**src/core/ssa_pkg.sv**
```systemverilog
// Package of constants for sector sensing and addressing
package ssa_pkg;
  localparam int          SECTORS_PER_TRACK = 48;
  localparam logic [5:0]  SECTOR_LAST       = 6'h2F;
  localparam logic [8:0]  CYL_LAST          = 9'h19A;
  localparam logic [1:0]  HEAD_LAST         = 2'h3;
  localparam int          DATA_BYTES        = 256;
  localparam int          BYTE_BITS         = 8;
  // Sector address field layout: cyl[8:0], head[1:0], sector[5:0], flags[2:0]
  localparam int          AF_WIDTH          = 20;
  localparam int          AF_CYL_POS        = 11;
  localparam int          AF_HEAD_POS       = 9;
  localparam int          AF_SECT_POS       = 3;
  localparam int          AF_SPARE_POS      = 2;
  localparam int          AF_DEFECT_POS     = 1;
  localparam int          AF_PROT_POS       = 0;
  localparam logic [5:0]  SECTOR_RESET      = 6'h00;
  localparam logic [1:0]  REQ_IDLE          = 2'h1;
  localparam logic [1:0]  REQ_DONE          = 2'h2;
endpackage

```
**src/core/ssa_sector_sense.sv**
```systemverilog
// Sector counters, address checks and sector field packing
`timescale 1ns/1ps
// Overview of operation
// - Track split into 48 servo-counted sectors
// - Separate fixed and removable sector counters
// - Count each boundary, clear on index
// - Sector zero located by index marks
// - Cylinder address valid 0 through 410
// - Head 0..3; cylinder, head, sector together
// - Address field carries CHS plus flags
// - Data field is 256 eight-bit bytes
// - Report current sector on controller request
// - Signals active level; inverted names complement

// Two-flop synchroniser and active-edge detector for one pin
module ssa_pin_edge #(
  parameter logic ACTIVE_HIGH = 1'h1
) (
  // Clock and reset
  input  wire  logic mclk,
  input  wire  logic rst_n,
  // Asynchronous pin
  input  wire  logic pinRaw,
  // One-cycle pulse on the active edge
  output logic       edgeSeen
);

  typedef struct packed {
    logic [1:0] sync;
    logic       prev;
  } ssa_edge_s;

  // Idle level at reset, so release gives no false edge
  localparam ssa_edge_s EDGE_RESET = '{sync: {2{~ACTIVE_HIGH}}, prev: 1'h0};

  ssa_edge_s st;
  ssa_edge_s next_st;

  logic      active;

  always_comb begin
    next_st      = st;
    next_st.sync = {st.sync[0], pinRaw};
    // Only the second flop feeds logic
    active       = ACTIVE_HIGH ? st.sync[1] : ~st.sync[1];
    next_st.prev = active;
  end

  always_ff @(posedge mclk or negedge rst_n) begin
    if (!rst_n) begin
      st <= EDGE_RESET;
    end else begin
      st <= next_st;
    end
  end

  // Pulse stands one cycle per active edge
  assign edgeSeen = active & ~st.prev;

endmodule

// Sector counter: steps on each boundary, clears on index
module ssa_sect_counter
  import ssa_pkg::*;
#(
  parameter int WIDTH   = $bits(SECTOR_LAST),
  parameter int SECTORS = SECTORS_PER_TRACK
) (
  // Clock and reset
  input  wire  logic             mclk,
  input  wire  logic             rst_n,
  // Boundary and index events
  input  wire  logic             stepEdge,
  input  wire  logic             clearEdge,
  // Sector under the heads
  output logic [WIDTH-1:0]       count
);

  // Every sector number must fit the counter
  if (SECTORS < 2 || SECTORS > (1 << WIDTH)) begin : g_bad_count
    $error("ssa_sect_counter: sector count does not fit width");
  end

  localparam logic [WIDTH-1:0] CNT_ZERO = WIDTH'(SECTOR_RESET);
  localparam logic [WIDTH-1:0] CNT_ONE  = WIDTH'(1);
  localparam logic [WIDTH-1:0] CNT_LAST = WIDTH'(SECTORS - 1);

  typedef struct packed {
    logic [WIDTH-1:0] cnt;
  } ssa_count_s;

  ssa_count_s st;
  ssa_count_s next_st;

  always_comb begin
    next_st = st;
    // clear on index, else count
    // Index beats a boundary in the same cycle
    if (clearEdge) begin
      next_st.cnt = CNT_ZERO;
    end else if (stepEdge) begin
      next_st.cnt = (st.cnt == CNT_LAST) ? CNT_ZERO : st.cnt + CNT_ONE;
    end
  end

  always_ff @(posedge mclk or negedge rst_n) begin
    if (!rst_n) begin
      st <= '{cnt: CNT_ZERO};
    end else begin
      st <= next_st;
    end
  end

  assign count = st.cnt;

endmodule

module ssa_sector_sense
  import ssa_pkg::*;
#(
  parameter int SECTORS = SECTORS_PER_TRACK
) (
  // Clock and reset
  input  wire  logic                mclk,
  input  wire  logic                rst_n,
  // Servo and index pins, asynchronous
  input  wire  logic                servoSectorPulse,
  input  wire  logic                fixedIndexMark,
  input  wire  logic                removableIndex_n,
  // Controller sector request
  input  wire  logic                idReq,
  input  wire  logic                idSelRemovable,
  output logic                      idAck,
  output logic [5:0]                idSector,
  // Address to check and pack
  input  wire  logic [8:0]          reqCyl,
  input  wire  logic [1:0]          reqHead,
  input  wire  logic [5:0]          reqSector,
  input  wire  logic                reqSpare,
  input  wire  logic                reqDefective,
  input  wire  logic                reqProtected,
  output logic                      addrValid,
  output logic                      addrIllegal_n,
  output logic [AF_WIDTH-1:0]       addrField,
  // Data field size for the data path
  output logic [8:0]                dataFieldBytes,
  // Live counts
  output logic [5:0]                fixedSector,
  output logic [5:0]                removableSector,
  output logic                      sectorTick
);

  // Address checks assume the documented sector count
  if (SECTORS != SECTORS_PER_TRACK) begin : g_bad_sectors
    $error("ssa_sector_sense: only 48 sectors per track supported");
  end

  // Field widths follow the largest legal values
  localparam int CYL_W  = $bits(CYL_LAST);
  localparam int HEAD_W = $bits(HEAD_LAST);
  localparam int SECT_W = $bits(SECTOR_LAST);

  // Packed field must hold the address and three flags
  if (AF_WIDTH != CYL_W + HEAD_W + SECT_W + 3) begin : g_bad_field
    $error("ssa_sector_sense: address field width mismatch");
  end

  typedef enum logic [1:0] {
    REQ_WAIT = REQ_IDLE,
    REQ_ACK  = REQ_DONE
  } ssa_req_e;

  typedef struct packed {
    logic                tick;
    ssa_req_e            req;
    logic [5:0]          idSector;
    logic                valid;
    logic [AF_WIDTH-1:0] field;
  } ssa_state_s;

  ssa_state_s st;
  ssa_state_s next_st;

  logic secEdge;
  logic fixEdge;
  logic remEdge;
  logic inRange;
  logic [5:0] fixCnt;
  logic [5:0] remCnt;

  ssa_pin_edge #(
    .ACTIVE_HIGH (1'h1)
  ) u_secPin (
    .mclk     (mclk),
    .rst_n    (rst_n),
    .pinRaw   (servoSectorPulse),
    .edgeSeen (secEdge)
  );

  ssa_pin_edge #(
    .ACTIVE_HIGH (1'h1)
  ) u_fixPin (
    .mclk     (mclk),
    .rst_n    (rst_n),
    .pinRaw   (fixedIndexMark),
    .edgeSeen (fixEdge)
  );

  ssa_pin_edge #(
    .ACTIVE_HIGH (1'h0)
  ) u_remPin (
    .mclk     (mclk),
    .rst_n    (rst_n),
    .pinRaw   (removableIndex_n),
    .edgeSeen (remEdge)
  );

  ssa_sect_counter #(
    .SECTORS (SECTORS)
  ) u_fixCount (
    .mclk      (mclk),
    .rst_n     (rst_n),
    .stepEdge  (secEdge),
    .clearEdge (fixEdge),
    .count     (fixCnt)
  );

  ssa_sect_counter #(
    .SECTORS (SECTORS)
  ) u_remCount (
    .mclk      (mclk),
    .rst_n     (rst_n),
    .stepEdge  (secEdge),
    .clearEdge (remEdge),
    .count     (remCnt)
  );

  always_comb begin
    next_st = st;
    // Tick marks the cycle the counters move
    next_st.tick = secEdge;
    case (st.req)
      REQ_WAIT: begin
        if (idReq) begin
          next_st.idSector = idSelRemovable ? remCnt : fixCnt;
          next_st.req      = REQ_ACK;
        end
      end
      REQ_ACK: begin
        if (!idReq) begin
          next_st.req = REQ_WAIT;
        end
      end
      default: begin
        next_st.req = REQ_WAIT;
      end
    endcase
    // cylinder, head and sector range, all three
    inRange = (reqCyl <= CYL_LAST) && (reqHead <= HEAD_LAST) && (reqSector <= SECTOR_LAST);
    next_st.valid = inRange;
    next_st.field = '0;
    next_st.field[AF_CYL_POS +: CYL_W]   = reqCyl;
    next_st.field[AF_HEAD_POS +: HEAD_W] = reqHead;
    next_st.field[AF_SECT_POS +: SECT_W] = reqSector;
    next_st.field[AF_SPARE_POS]     = reqSpare;
    next_st.field[AF_DEFECT_POS]    = reqDefective;
    next_st.field[AF_PROT_POS]      = reqProtected;
  end

  always_ff @(posedge mclk or negedge rst_n) begin
    if (!rst_n) begin
      st     <= '0;
      st.req <= REQ_WAIT;
    end else begin
      st <= next_st;
    end
  end

  assign idAck           = (st.req == REQ_ACK);
  assign idSector        = st.idSector;
  assign addrValid       = st.valid;
  assign addrIllegal_n   = st.valid;
  assign addrField       = st.field;
  assign dataFieldBytes  = 9'(DATA_BYTES);
  assign fixedSector     = fixCnt;
  assign removableSector = remCnt;
  assign sectorTick      = st.tick;

endmodule

```
**config.mk**
```make
export PLATFORM = sky130hd
export DESIGN_NAME = ssa_sector_sense
export DESIGN_NICKNAME = d
export VERILOG_FILES = /design/src/core/ssa_pkg.sv /design/src/core/ssa_sector_sense.sv
export SDC_FILE = /design/constraint.sdc
export NUM_CORES = 1
export LEC_CHECK = 0
export BUFFER_PORTS_ARGS = -buffer_cell sky130_fd_sc_hd__buf_2
export CORE_ASPECT_RATIO = 0.8
export CORE_MARGIN = 2
export CORE_UTILIZATION = 44
export DETAILED_ROUTE_END_ITERATION = 8
export HOLD_SLACK_MARGIN = 0.02
export PLACE_DENSITY_LB_ADDON = 0.12
export RECOVER_POWER = 50
export SLEW_MARGIN = 10
export SYNTH_ARGS = -nofsm -noshare
export SYNTH_HDL_FRONTEND = slang
export SYNTH_SLANG_ARGS = --single-unit
```
**constraint.sdc**
```tcl
create_clock -name mclk -period 2.14 [get_ports mclk]
set_input_delay 0.428 -clock mclk [delete_from_list [all_inputs] [get_ports mclk]]
set_output_delay 0.428 -clock mclk [all_outputs]
set_load 0.005 [all_outputs]
```
==> results.rst, run 1 <==
.. list-table::
   :header-rows: 1

   * - Metric
     - Value
   * - First-pass GRT wire length
     - 6110 um
   * - Residual DRC count
     - 0
   * - DR vias
     - 1,391
   * - Post-CTS Hold Fix Bufs
     - 0
   * - Min-delay worst type
     - input pin to flop
   * - Setup-violating endpoint count in the final report
     - 0
   * - Placed Cells
     - about 280
   * - Top cell type's share of synthesized area
     - 0.574
   * - First-pass iteration count of the detailed router
     - 4
   * - Outcome
     - finished, final reports clean
   * - Peak supply drop
     - between 0.3 and 0.4 mV
   * - Total negative slack
     - 0 ps
   * - Clock root buffer
     - clkbuf_8
   * - Unrepaired setup endpoints after global routing
     - no
   * - Routability Congestion
     - roughly 0.9
   * - Half-perimeter wire length after detailed placement
     - ~2700 um
   * - Average cell area after synthesis
     - roughly 12 sq um
   * - Worst Tran Pin Value
     - 1330 ps
   * - Clock latency reported for the late side of the worst-skew pair
     - 290 ps
   * - Number of global-route vias before repair
     - about 1,400
   * - Fillers
     - approximately 410
   * - Die H
     - about 66 um
   * - Gates resized, CTS repair
     - 0
   * - Antenna Diode Count
     - 0
   * - Number of synthesized register bits
     - 51
   * - Highest attainable clock frequency
     - roughly 660 MHz
   * - Data arrival time of the worst path
     - ~1700 ps
   * - Clock slew at the register clock pins of the worst setup and hold paths
     - 80 ps
   * - Remaining antenna violation count
     - 0
   * - Final cell count without fillers
     - 286
   * - Area occupied by multi-input gates
     - roughly 530 sq um
   * - CTS H-tree depth
     - 2
   * - Pwr/cell area
     - around 740 nW/um^2
   * - Count of mapped cells out of synthesis
     - 180
   * - Worst Setup Slack post-DPL
     - 644 ps
   * - Fraction of layout instances using a drive strength above 1
     - 0.314
   * - Average wire length per cell after detail routing
     - roughly 13 um
   * - Post-CTS Setup Inserts
     - 0
   * - Highest fanout seen on the critical path
     - 8
   * - Total die area
     - ~5300 sq um
   * - Crit path launch type
     - flop
   * - Top cells by area, synth
     - dfrtp_1, buf_4, dfstp_2, nand2_1, mux2i_1
   * - Sort of element at the end of the critical path
     - flop
   * - GR Layer Usage met2
     - 0.248
   * - Required time at the worst-slack endpoint
     - between 2000 and 2500 ps
   * - Pleak
     - around 1.1 nW
   * - Worst reg2reg setup slack
     - between 600 and 700 ps
   * - Placement Cell Area
     - roughly 2300 sq um
   * - Cell type contributing the most total cell area after synthesis
     - dfrtp_1
   * - Cells on worst reg2reg path
     - 4
   * - Final min period
     - 1510 ps
   * - Total non-filler cell area in the finished layout
     - between 2000 and 2500 sq um
   * - I/O Buffers
     - slightly below 70
   * - Count of nets after finishing
     - 254
   * - Routed vias/inst
     - about 5
   * - Worst Clk Skew
     - around 4.7 ps
   * - Starting Density
     - 0.458
   * - Maximum Capacitance Violations
     - 0
   * - Worst setup path category
     - flop to flop
   * - Total area of sequential cells
     - about 1300 sq um
   * - Clock tree from TritonCTS
     - built
   * - Number of sinks on the clock net
     - between 50 and 60
   * - Number of antenna violations at the first check in global routing
     - 0
   * - Netlist area before placement
     - about 2100 sq um
   * - Area of the core region
     - between 4000 and 5000 sq um
   * - Slack of the critical path
     - around 630 ps
   * - Chip Width
     - 81.1 um
   * - Max-slew violations
     - 0
   * - Most frequently used flop master after synthesis
     - dfrtp_1
   * - Num CTS Buffers
     - 5
   * - Number of endpoints with negative hold slack in the final report
     - 0
   * - GRT met1 Usage
     - 0.188
   * - Layout-stage area growth over the synthesis result
     - 12.3%
   * - Endpoint of the worst hold path
     - u_remPin.next_st[2]
   * - Iter 0 DRT Violations
     - 158
   * - Met3 Track Usage GR
     - 0.0481
   * - Largest net degree at the start of global routing
     - 29
   * - Reg-to-reg endpoint
     - u_fixCount.count[4]
   * - I/O pin count
     - 78
   * - Number of enable-type register cells in the synthesized netlist
     - 0
   * - Yosys synthesis warning count
     - 0
   * - Sequential share of the synthesized area
     - 0.612
   * - Number of stages on the worst hold path
     - 1
   * - Number of cell rows
     - 22
   * - GRT busiest layer
     - met2
   * - List of most frequent post-synthesis cells
     - dfrtp_1, buf_4, nand2_1
   * - Worst reg2reg path startpoint
     - u_fixCount.count[0]
   * - Number of buffers on the longest clock path
     - 2
   * - Slew HR
     - 0.116
   * - Min-Delay Startpoint
     - removableIndex_n
   * - GRT overflow
     - 0
   * - Post-synthesis cell type count
     - 27
   * - Aggregate routed wire length
     - ~3600 um
   * - Cell with the most instances after synthesis
     - dfrtp_1
   * - Share of flip-flops with an asynchronous set or reset
     - 1.00
   * - Aggregate global-route resource usage
     - 0.154
   * - Final cycle utilization of the critical path
     - 0.707
-- metrics by stage --
| stage | utilization | hold WS (ps) | total power, W |
|---|---|---|---|
| 2_1_floorplan | - | 132 | 0.00120 |
| 3_3_place_gp | 0.498 | 332 | 0.00125 |
| 3_5_place_dp | 0.498 | 337 | 0.00126 |
| 4_1_cts | 0.516 | 126 | 0.00177 |
| 5_1_grt | 0.514 | 207 | 0.00185 |
| 6_report | 0.514 | 228 | 0.00174 |
-- power by group --
part | switching (W) | total (W) | internal [W] | leakage [nW]
clock | 0.000278 | 0.000508 | 0.000230 | 0.0422
combinational | 0.0000954 | 0.000173 | 0.0000777 | 0.477
sequential | 0.0000403 | 0.00106 | 0.00102 | 0.629
total | 0.000414 | 0.00174 | 0.00133 | 1.15
-- per-layer routing --
| layer | vias up | wire length (um) |
|---|---|---|
| li1 | 658 | - |
| met1 | 660 | 1490 |
| met2 | 62 | 1730 |
| met3 | 11 | 307 |
| met4 | 0 | 61 |
| met5 | - | 0 |
-- logic make-up after synthesis --
logic type / Yosys count / share of synthesized area
other: 2 / 0.00359
AND/OR/NAND/NOR: 42 / 0.102
buffers and inverters: 45 / 0.145
XOR/XNOR: 2 / 0.00837
flip-flops: 51 / 0.612
multiplexers: 6 / 0.0287
AO/OA/AOI/OAI: 30 / 0.0879
adder cells (fa/ha/maj): 2 / 0.0120
-- worst max-delay path: stages, from the launching register on --
cell     delay [ps]
dfrtp_1         480
ha_1            260
inv_1            60
or4_1           510
a21oi_1         140
-- cell usage in the layout (no fill, tap or decap), drive strengths merged --
master	count
o31ai	2
mux2i	6
a21oi	7
nor2b	3
dfstp	3
a31oi	2
nand4b	2
o311ai	2
a32oi	1
xor2	2
a41oi	2
o21ai	12
nor2	6
nand3	4
clkinv	1
or4	2
inv	7
conb	9
nand2	19
clkbuf	14
a311oi	2
ha	2
nand2b	1
nand3b	3
or4b	2
dfrtp	48
buf	62
-- final cells by class --
class | count | share of cell area
flip-flops and latches | 51 | 0.545
multi-input cells | 91 | 0.227
repair buffers | 69 | 0.150
clock buffers | 7 | 0.0325
well taps | 60 | 0.0320
inverters | 7 | 0.0112
clock inverters | 1 | 0.00213
-- registers in the layout (all words and copies together), names as in the netlist, 2 cells and up --
register / cells
u_fixCount.count: 6
u_remPin.st: 2
u_remCount.count: 6
idSector: 6
st: 2
addrField: 20
-- worst max-delay path by stage --
stage                                    from                   to  slack, ps  cells after the start
after floorplan           u_remCount.count[0]  u_remCount.count[4]        740                      4
after global placement    u_remCount.count[0]  u_remCount.count[4]        710                      4
after detailed placement  u_remCount.count[0]  u_remCount.count[4]        640                      4
after CTS                 u_fixCount.count[0]  u_fixCount.count[4]        620                      4
after global routing      u_fixCount.count[0]  u_fixCount.count[4]        520                      4
final                     u_fixCount.count[0]  u_fixCount.count[4]        630                      4
Note: power is estimated with default switching activity, not from simulation.
==> run 2, diff against run 1 <==
==> constraint.sdc (replaced) <==
create_clock -name mclk -period 1.3 [get_ports mclk]
set_input_delay 0.26 -clock mclk [delete_from_list [all_inputs] [get_ports mclk]]
set_output_delay 0.26 -clock mclk [all_outputs]
set_load 0.005 [all_outputs]
==> run 2 against run 1 <==
  * The run now ends with negative setup slack left
  * Power grew 74%
  * Combinational power grew to 2.6 times the previous value
  * Register-to-register slack worse by 720 ps
  * Cell count rose by 9.8%
  * Maximum frequency up 8.9%
  * Non-clock buffer count up 28
  * Critical endpoint is now u_fixCount.count[5]
  * Sequential cell count unchanged
  * Sequential share of layout area down 6.0 points
  * Critical path type unchanged
  * Via count increased by 8.1%
  * Global-route usage up 0.55 points
==> results.rst, run 2 (synthesized netlist as in run 1, its figures left out) <==
.. list-table::
   :header-rows: 1

   * - Metric
     - Value
   * - Outcome
     - finished with violations
   * - Aggregate routed wire length
     - 4070 um (+13%)
   * - Num CTS Buffers
     - 5 (unchanged)
   * - Number of global-route vias before repair
     - 1,480 (+8.8%)
   * - Number of endpoints with negative hold slack in the final report
     - 0 (unchanged)
   * - Residual DRC count
     - 0 (unchanged)
   * - Required time at the worst-slack endpoint
     - 1520 ps (-840 ps)
   * - Routability Congestion
     - 0.881 (-3.3%)
   * - Highest attainable clock frequency
     - 719 MHz (+8.9%)
   * - Most common library cell in the layout ignoring fill and taps
     - buf_2
   * - Area of the core region
     - 4570 sq um (unchanged)
   * - Final cell count without fillers
     - 314 (+9.8%)
   * - Clock slew at the register clock pins of the worst setup and hold paths
     - 90 ps (about the same)
   * - First-pass GRT wire length
     - 6410 um (+4.9%)
   * - Min-Delay Startpoint
     - removableIndex_n
   * - Pleak
     - 1.30 nW (+13%)
   * - Violated checks
     - negative setup slack
   * - Count of nets after finishing
     - 282 (+11%)
   * - Sw Pwr
     - 0.000740 W (+79%)
   * - Internal Pwr Total
     - 0.00230 W (+73%)
   * - Die H
     - 65.7 um (unchanged)
   * - Worst reg2reg path startpoint
     - u_secPin.st[0]
   * - Worst Tran Pin Value
     - 514 ps (-812 ps)
   * - Chip Width
     - 81.1 um (unchanged)
   * - Unrepaired setup endpoints after global routing
     - yes
   * - Clock root buffer
     - clkbuf_8
   * - DR vias
     - 1,504 (+8.1%)
   * - Aggregate global-route resource usage
     - 0.159 (+0.00546)
   * - Remaining antenna violation count
     - 0 (unchanged)
   * - Cells along the critical path
     - nand4b_1 -> or4b_1 -> a31oi_1
   * - Clock tree from TritonCTS
     - built
   * - Number of cell rows
     - 22 (unchanged)
   * - Peak supply drop
     - 0.624 mV (+62%)
   * - Number of stages on the worst hold path
     - 1 (unchanged)
   * - Worst reg2reg setup slack
     - -90 ps (-720 ps)
   * - Net switching fraction of the power
     - 0.244 (+0.00630)
   * - Reg-to-reg endpoint
     - u_fixCount.count[5]
   * - Number of sinks on the clock net
     - 51 (unchanged)
   * - Setup-violating endpoint count in the final report
     - 4 (+4)
   * - Crit path launch type
     - flop
   * - Average wire length per cell after detail routing
     - 13.0 um (+3.2%)
   * - CTS H-tree depth
     - 2 (unchanged)
   * - Largest incremental delay on the critical path
     - 510 ps (about the same)
   * - Final cycle utilization of the critical path
     - 1.07 (+0.362)
   * - Half-perimeter wire length after detailed placement
     - 2900 um (+6.5%)
   * - Fraction of layout instances using a drive strength above 1
     - 0.449 (+0.135)
   * - Number of buffers on the longest clock path
     - 2 (unchanged)
   * - Sum of buffers and inverters on the critical path
     - 0 (-1)
   * - Endpoint of the worst hold path
     - u_remPin.next_st[2]
   * - Clock network fraction of design power
     - 0.281 (-0.010)
   * - Highest fanout seen on the critical path
     - 5 (-3)
   * - Pwr/cell area
     - 1150 nW/um^2 (+55%)
   * - Worst Clk Skew
     - 4.60 ps (-0.120 ps)
   * - Slew HR
     - 0.656 (+0.540)
   * - Slowest stage cell on the critical path
     - or4b_1
   * - Min-delay worst type
     - input pin to flop
   * - Max-slew violations
     - 0 (unchanged)
   * - Antenna Diode Count
     - 0 (unchanged)
   * - Share of power burned in combinational logic
     - 0.145 (+0.046)
   * - Worst setup path category
     - flop to flop
   * - Stages on the worst setup path
     - 3 (-1)
   * - Max FFs per register
     - 20 (unchanged)
   * - I/O pin count
     - 78 (unchanged)
   * - Placed Cells
     - 292 (+5.0%)
   * - Layout-stage area growth over the synthesis result
     - 26.6%
   * - Most frequent cells in the layout
     - buf_2, dfrtp_1, buf_4
   * - GRT overflow
     - 0 (unchanged)
   * - I/O Buffers
     - 68 (unchanged)
   * - Clock latency reported for the late side of the worst-skew pair
     - 290 ps (about the same)
   * - Data arrival time of the worst path
     - 1610 ps (-120 ps)
   * - Final min period
     - 1390 ps (-123 ps)
   * - Routed vias/inst
     - 4.79 (-1.5%)
   * - Maximum Capacitance Violations
     - 0 (unchanged)
   * - Slack of the critical path
     - -90.3 ps (-717 ps)
   * - Largest net degree at the start of global routing
     - 52 (+79%)
   * - Cells on worst reg2reg path
     - 3 (-1)
   * - Iter 0 DRT Violations
     - 100 (-37%)
   * - Number of antenna violations at the first check in global routing
     - 0 (unchanged)
   * - Starting Density
     - 0.458 (unchanged)
   * - Cell type group with the largest total delay on the critical path
     - simple AND/OR/NAND/NOR gates
   * - Sort of element at the end of the critical path
     - flop
   * - Worst Setup Slack post-DPL
     - -92.6 ps (-736 ps)
   * - Sequential power share
     - 0.574 (-0.036)
   * - Total die area
     - 5330 sq um (unchanged)
   * - First-pass iteration count of the detailed router
     - 4 (unchanged)
==> run 2: what timing repair did <==
action / CTS / global route
gates resized for setup: 7 / 14
pin swaps: 8 / 5
hold buffers: 1 / 0
endpoints found under the hold margin: 48 / 0
setup buffers: 7 / 6
setup endpoints to repair: 5 / 14
==> run 2: through the flow <==
step | TNS [ps] | area (sq um) | util | power (W) | hold slack, ps
after global placement | -85.3 | 2390 | 0.523 | 0.00211 | 261
final | -273 | 2650 | 0.580 | 0.00304 | 54.5
after floorplan | -4.49 | 2130 | - | 0.00198 | -35.6
after detailed placement | -249 | 2390 | 0.523 | 0.00212 | 269
after CTS | -203 | 2570 | 0.562 | 0.00304 | 40.5
after global routing | -617 | 2650 | 0.580 | 0.00322 | 32.2
==> run 2: layout make-up <==
| cell class | count | area (sq um) |
|---|---|---|
| Clock inverter | 2 | 12.5 |
| Inverter | 7 | 26.3 |
| Multi-Input combinational cell | 91 | 578 |
| Tap cell | 60 | 75.1 |
| Timing Repair Buffer | 97 | 601 |
| Sequential cell | 51 | 1280 |
| Fill cell | 410 | 1920 |
| Clock buffer | 6 | 72.6 |
==> run 2: worst reg2reg max path: cells and delay by family, from the launching register on <==
kind             cells  cell delay, ps
AO/OA/AOI/OAI        1             170
flip-flops           1             410
AND/OR/NAND/NOR      2             740
==> run 2: how the worst max path moves through the flow <==
stage | startpoint | end | slack (ps)
2_1_floorplan | u_remCount.count[2] | u_remCount.count[4] | -2
3_3_place_gp | u_secPin.st[0] | u_fixCount.count[4] | -40
3_5_place_dp | u_secPin.st[0] | u_remCount.count[4] | -90
4_1_cts | u_secPin.st[0] | u_fixCount.count[5] | -70
5_1_grt | u_secPin.st[0] | u_remCount.count[5] | -170
6_report | u_secPin.st[0] | u_fixCount.count[5] | -90
==> run 2: power groups by stage <==
| stage | Sequential [W] | Clock (W) | Combinational [W] |
|---|---|---|---|
| 6_report | 0.00174 | 0.000853 | 0.000442 |
| 5_1_grt | 0.00176 | 0.000973 | 0.000486 |
| 4_1_cts | 0.00174 | 0.000895 | 0.000404 |
| 3_5_place_dp | 0.00177 | 0 | 0.000355 |
| 3_3_place_gp | 0.00176 | 0 | 0.000346 |
| 2_1_floorplan | 0.00177 | 0 | 0.000205 |
==> run 2: layer usage <==
metal / part of all wire / vias up / global-route usage
met4: 0.021 / 0 / 0.0869
met3: 0.070 / 13 / 0.0453
li1: - / 718 / -
met1: 0.40 / 708 / 0.178
met5: 0 / - / 0
met2: 0.51 / 65 / 0.273
==> run 3, diff against run 2 <==
--- a/config.mk
+++ b/config.mk
@@ -17,3 +17,4 @@
 export SYNTH_ARGS = -nofsm -noshare
 export SYNTH_HDL_FRONTEND = slang
 export SYNTH_SLANG_ARGS = --single-unit
+export TNS_END_PERCENT = 5
==> run 3 against run 2 <==
  * The flow still finishes with violations (negative setup slack)
  * Global-route usage grew 0.47 points
  * Register-to-register slack is essentially flat
  * Utilization shrank 1.2 points
  * Critical endpoint is now u_remCount.count[5]
==> results.rst, run 3 (synthesized netlist as in run 1, its figures left out) <==
.. list-table::
   :header-rows: 1

   * - Metric
     - Value
   * - Number of cell rows
     - 22 (unchanged)
   * - First-pass iteration count of the detailed router
     - 4 (unchanged)
   * - Cells along the critical path
     - buf_4 -> nand2_1 -> or4b_1 -> a31oi_1
   * - Worst reg2reg setup slack
     - -80 ps (about the same)
   * - Min-delay worst type
     - input pin to flop
   * - Most frequent cells in the layout
     - buf_2, dfrtp_1, nand2_1
   * - Maximum Capacitance Violations
     - 0 (unchanged)
   * - I/O pin count
     - 78 (unchanged)
   * - Routed vias/inst
     - 4.71 (-1.6%)
   * - Clock slew at the register clock pins of the worst setup and hold paths
     - 80 ps (about the same)
   * - Final min period
     - 1380 ps (-8.13 ps)
   * - Average wire length per cell after detail routing
     - 13.0 um (+0.14%)
   * - Aggregate global-route resource usage
     - 0.164 (+0.00475)
   * - Iter 0 DRT Violations
     - 61 (-39%)
   * - Half-perimeter wire length after detailed placement
     - 2930 um (+1.1%)
   * - I/O Buffers
     - 68 (unchanged)
   * - Startpoint of the worst setup timing path
     - u_remCount.count[1]
   * - Data arrival time of the worst path
     - 1600 ps (about the same)
   * - Starting Density
     - 0.458 (unchanged)
   * - Slack of the critical path
     - -82.2 ps (+8.13 ps)
   * - GRT busiest layer
     - met2
   * - CTS H-tree depth
     - 2 (unchanged)
   * - Clock latency reported for the late side of the worst-skew pair
     - 290 ps (about the same)
   * - Count of nets after finishing
     - 275 (-2.5%)
   * - Number of global-route vias before repair
     - 1,459 (-1.4%)
   * - Required time at the worst-slack endpoint
     - 1510 ps (about the same)
   * - Fraction of layout instances using a drive strength above 1
     - 0.413 (-0.0359)
   * - Number of buffers on the longest clock path
     - 2 (unchanged)
   * - Clock root buffer
     - clkbuf_8
   * - Worst Tran Pin Value
     - 661 ps (+146 ps)
   * - Worst Clk Skew
     - 4.25 ps (-0.352 ps)
   * - Largest net degree at the start of global routing
     - 52 (unchanged)
   * - Peak supply drop
     - 0.799 mV (+28%)
   * - Routability Congestion
     - 0.866 (-1.7%)
   * - Met3 Track Usage GR
     - 0.0440 (-0.00137)
   * - Crit path launch type
     - flop
   * - Highest attainable clock frequency
     - 723 MHz (+0.59%)
   * - Number of antenna violations at the first check in global routing
     - 0 (unchanged)
   * - Final design utilization
     - 0.567 (-0.0123)
   * - DR vias
     - 1,447 (-3.8%)
   * - Cells on worst reg2reg path
     - 4 (+1)
   * - Aggregate routed wire length
     - 3990 um (-2.1%)
   * - Max-slew violations
     - 0 (unchanged)
   * - Worst reg2reg path startpoint
     - u_remCount.count[1]
   * - Post-Route Hold Slack
     - 57.7 ps (+3.17 ps)
   * - Final cycle utilization of the critical path
     - 1.06 (-0.00625)
   * - First-pass GRT wire length
     - 6590 um (+2.8%)
   * - Chip Width
     - 81.1 um (unchanged)
   * - Remaining antenna violation count
     - 0 (unchanged)
   * - Reg-to-reg endpoint
     - u_remCount.count[5]
   * - Residual DRC count
     - 0 (unchanged)
   * - Slowest stage cell on the critical path
     - or4b_1
   * - Setup-violating endpoint count in the final report
     - 5 (+1)
   * - Area of the core region
     - 4570 sq um (unchanged)
   * - Max FFs per register
     - 20 (unchanged)
   * - Number of endpoints with negative hold slack in the final report
     - 0 (unchanged)
   * - Number of sinks on the clock net
     - 51 (unchanged)
   * - Pleak
     - 1.28 nW (-1.9%)
   * - Pwr/cell area
     - 1250 nW/um^2 (+8.7%)
   * - Outcome
     - finished with violations
   * - Cell type group with the largest total delay on the critical path
     - simple AND/OR/NAND/NOR gates
   * - Total negative slack
     - -249 ps (+23.5 ps)
   * - Num CTS Buffers
     - 5 (unchanged)
   * - Clock tree from TritonCTS
     - built
   * - Stages on the worst setup path
     - 4 (+1)
   * - GRT met1 Usage
     - 0.201 (+0.0234)
   * - CP Capture Point
     - u_remCount.count[5]
   * - Unrepaired setup endpoints after global routing
     - yes
   * - Slew HR
     - 0.560 (-0.0963)
   * - Sort of element at the end of the critical path
     - flop
   * - Sum of buffers and inverters on the critical path
     - 1 (+1)
   * - Total die area
     - 5330 sq um (unchanged)
   * - Largest incremental delay on the critical path
     - 510 ps (about the same)
   * - Die H
     - 65.7 um (unchanged)
   * - GRT overflow
     - 0 (unchanged)
   * - Antenna Diode Count
     - 0 (unchanged)
   * - Highest fanout seen on the critical path
     - 4 (-1)
   * - Violated checks
     - negative setup slack
   * - GR Layer Usage met2
     - 0.271 (-0.00207)
   * - Most common library cell in the layout ignoring fill and taps
     - buf_2
   * - Layout-stage area growth over the synthesis result
     - 23.9%
   * - Worst setup path category
     - flop to flop
run 3: cell types whose count changed in the layout (fill, tap and decap cells not counted), sizes merged:
cell	change
buf	-8
clkinvlp	-1
bufinv	+1
clkbuf	+1
run 3: how the worst min path moves through the flow:
stage	end	from	cells past startpoint	slack [ps]
final	u_remPin.next_st[2]	removableIndex_n	1	60
after global routing	u_remPin.next_st[2]	removableIndex_n	1	30
after CTS	u_remPin.next_st[2]	removableIndex_n	1	40
after detailed placement	addrField[15]	rst_n	2	270
after global placement	addrField[15]	rst_n	2	260
after floorplan	addrField[0]	rst_n	0	-40
run 3: final cells by class:
class	instances	area [sq um]
clock inverters	2	35.0
well taps	60	75.1
clock buffers	6	82.6
flip-flops and latches	51	1280
fillers	402	1980
repair buffers	90	528
multi-input cells	91	563
inverters	7	26.3
run 3: what timing repair did:
item                                    in CTS  in global routing
hold buffers                                 1                  0
gates resized for setup                      7                  6
pin swaps                                   10                  6
hold endpoints to repair                    48                  0
endpoints found under the setup margin       4                 19
buffers inserted                             4                  1
run 3: metal layers:
| layer | vias up | wire length [um] |
|---|---|---|
| li1 | 692 | - |
| met1 | 702 | 1720 |
| met2 | 48 | 2000 |
| met3 | 5 | 215 |
| met4 | 0 | 44 |
| met5 | - | 0 |
run 3: power by group:
group          internal (W)  total, W  switching [W]
sequential          0.00169   0.00174      0.0000576
clock              0.000622   0.00109       0.000464
combinational      0.000205  0.000403       0.000199
run 3: through the flow:
step	total power (W)	area (sq um)	setup WS [ps]	instances
after floorplan	0.00198	2130	-10.7	187
after global placement	0.00211	2400	-48.1	293
after detailed placement	0.00213	2400	-97.6	293
after CTS	0.00328	2590	-80.0	306
after global routing	0.00341	2590	-142	307
final	0.00323	2590	-82.2	307
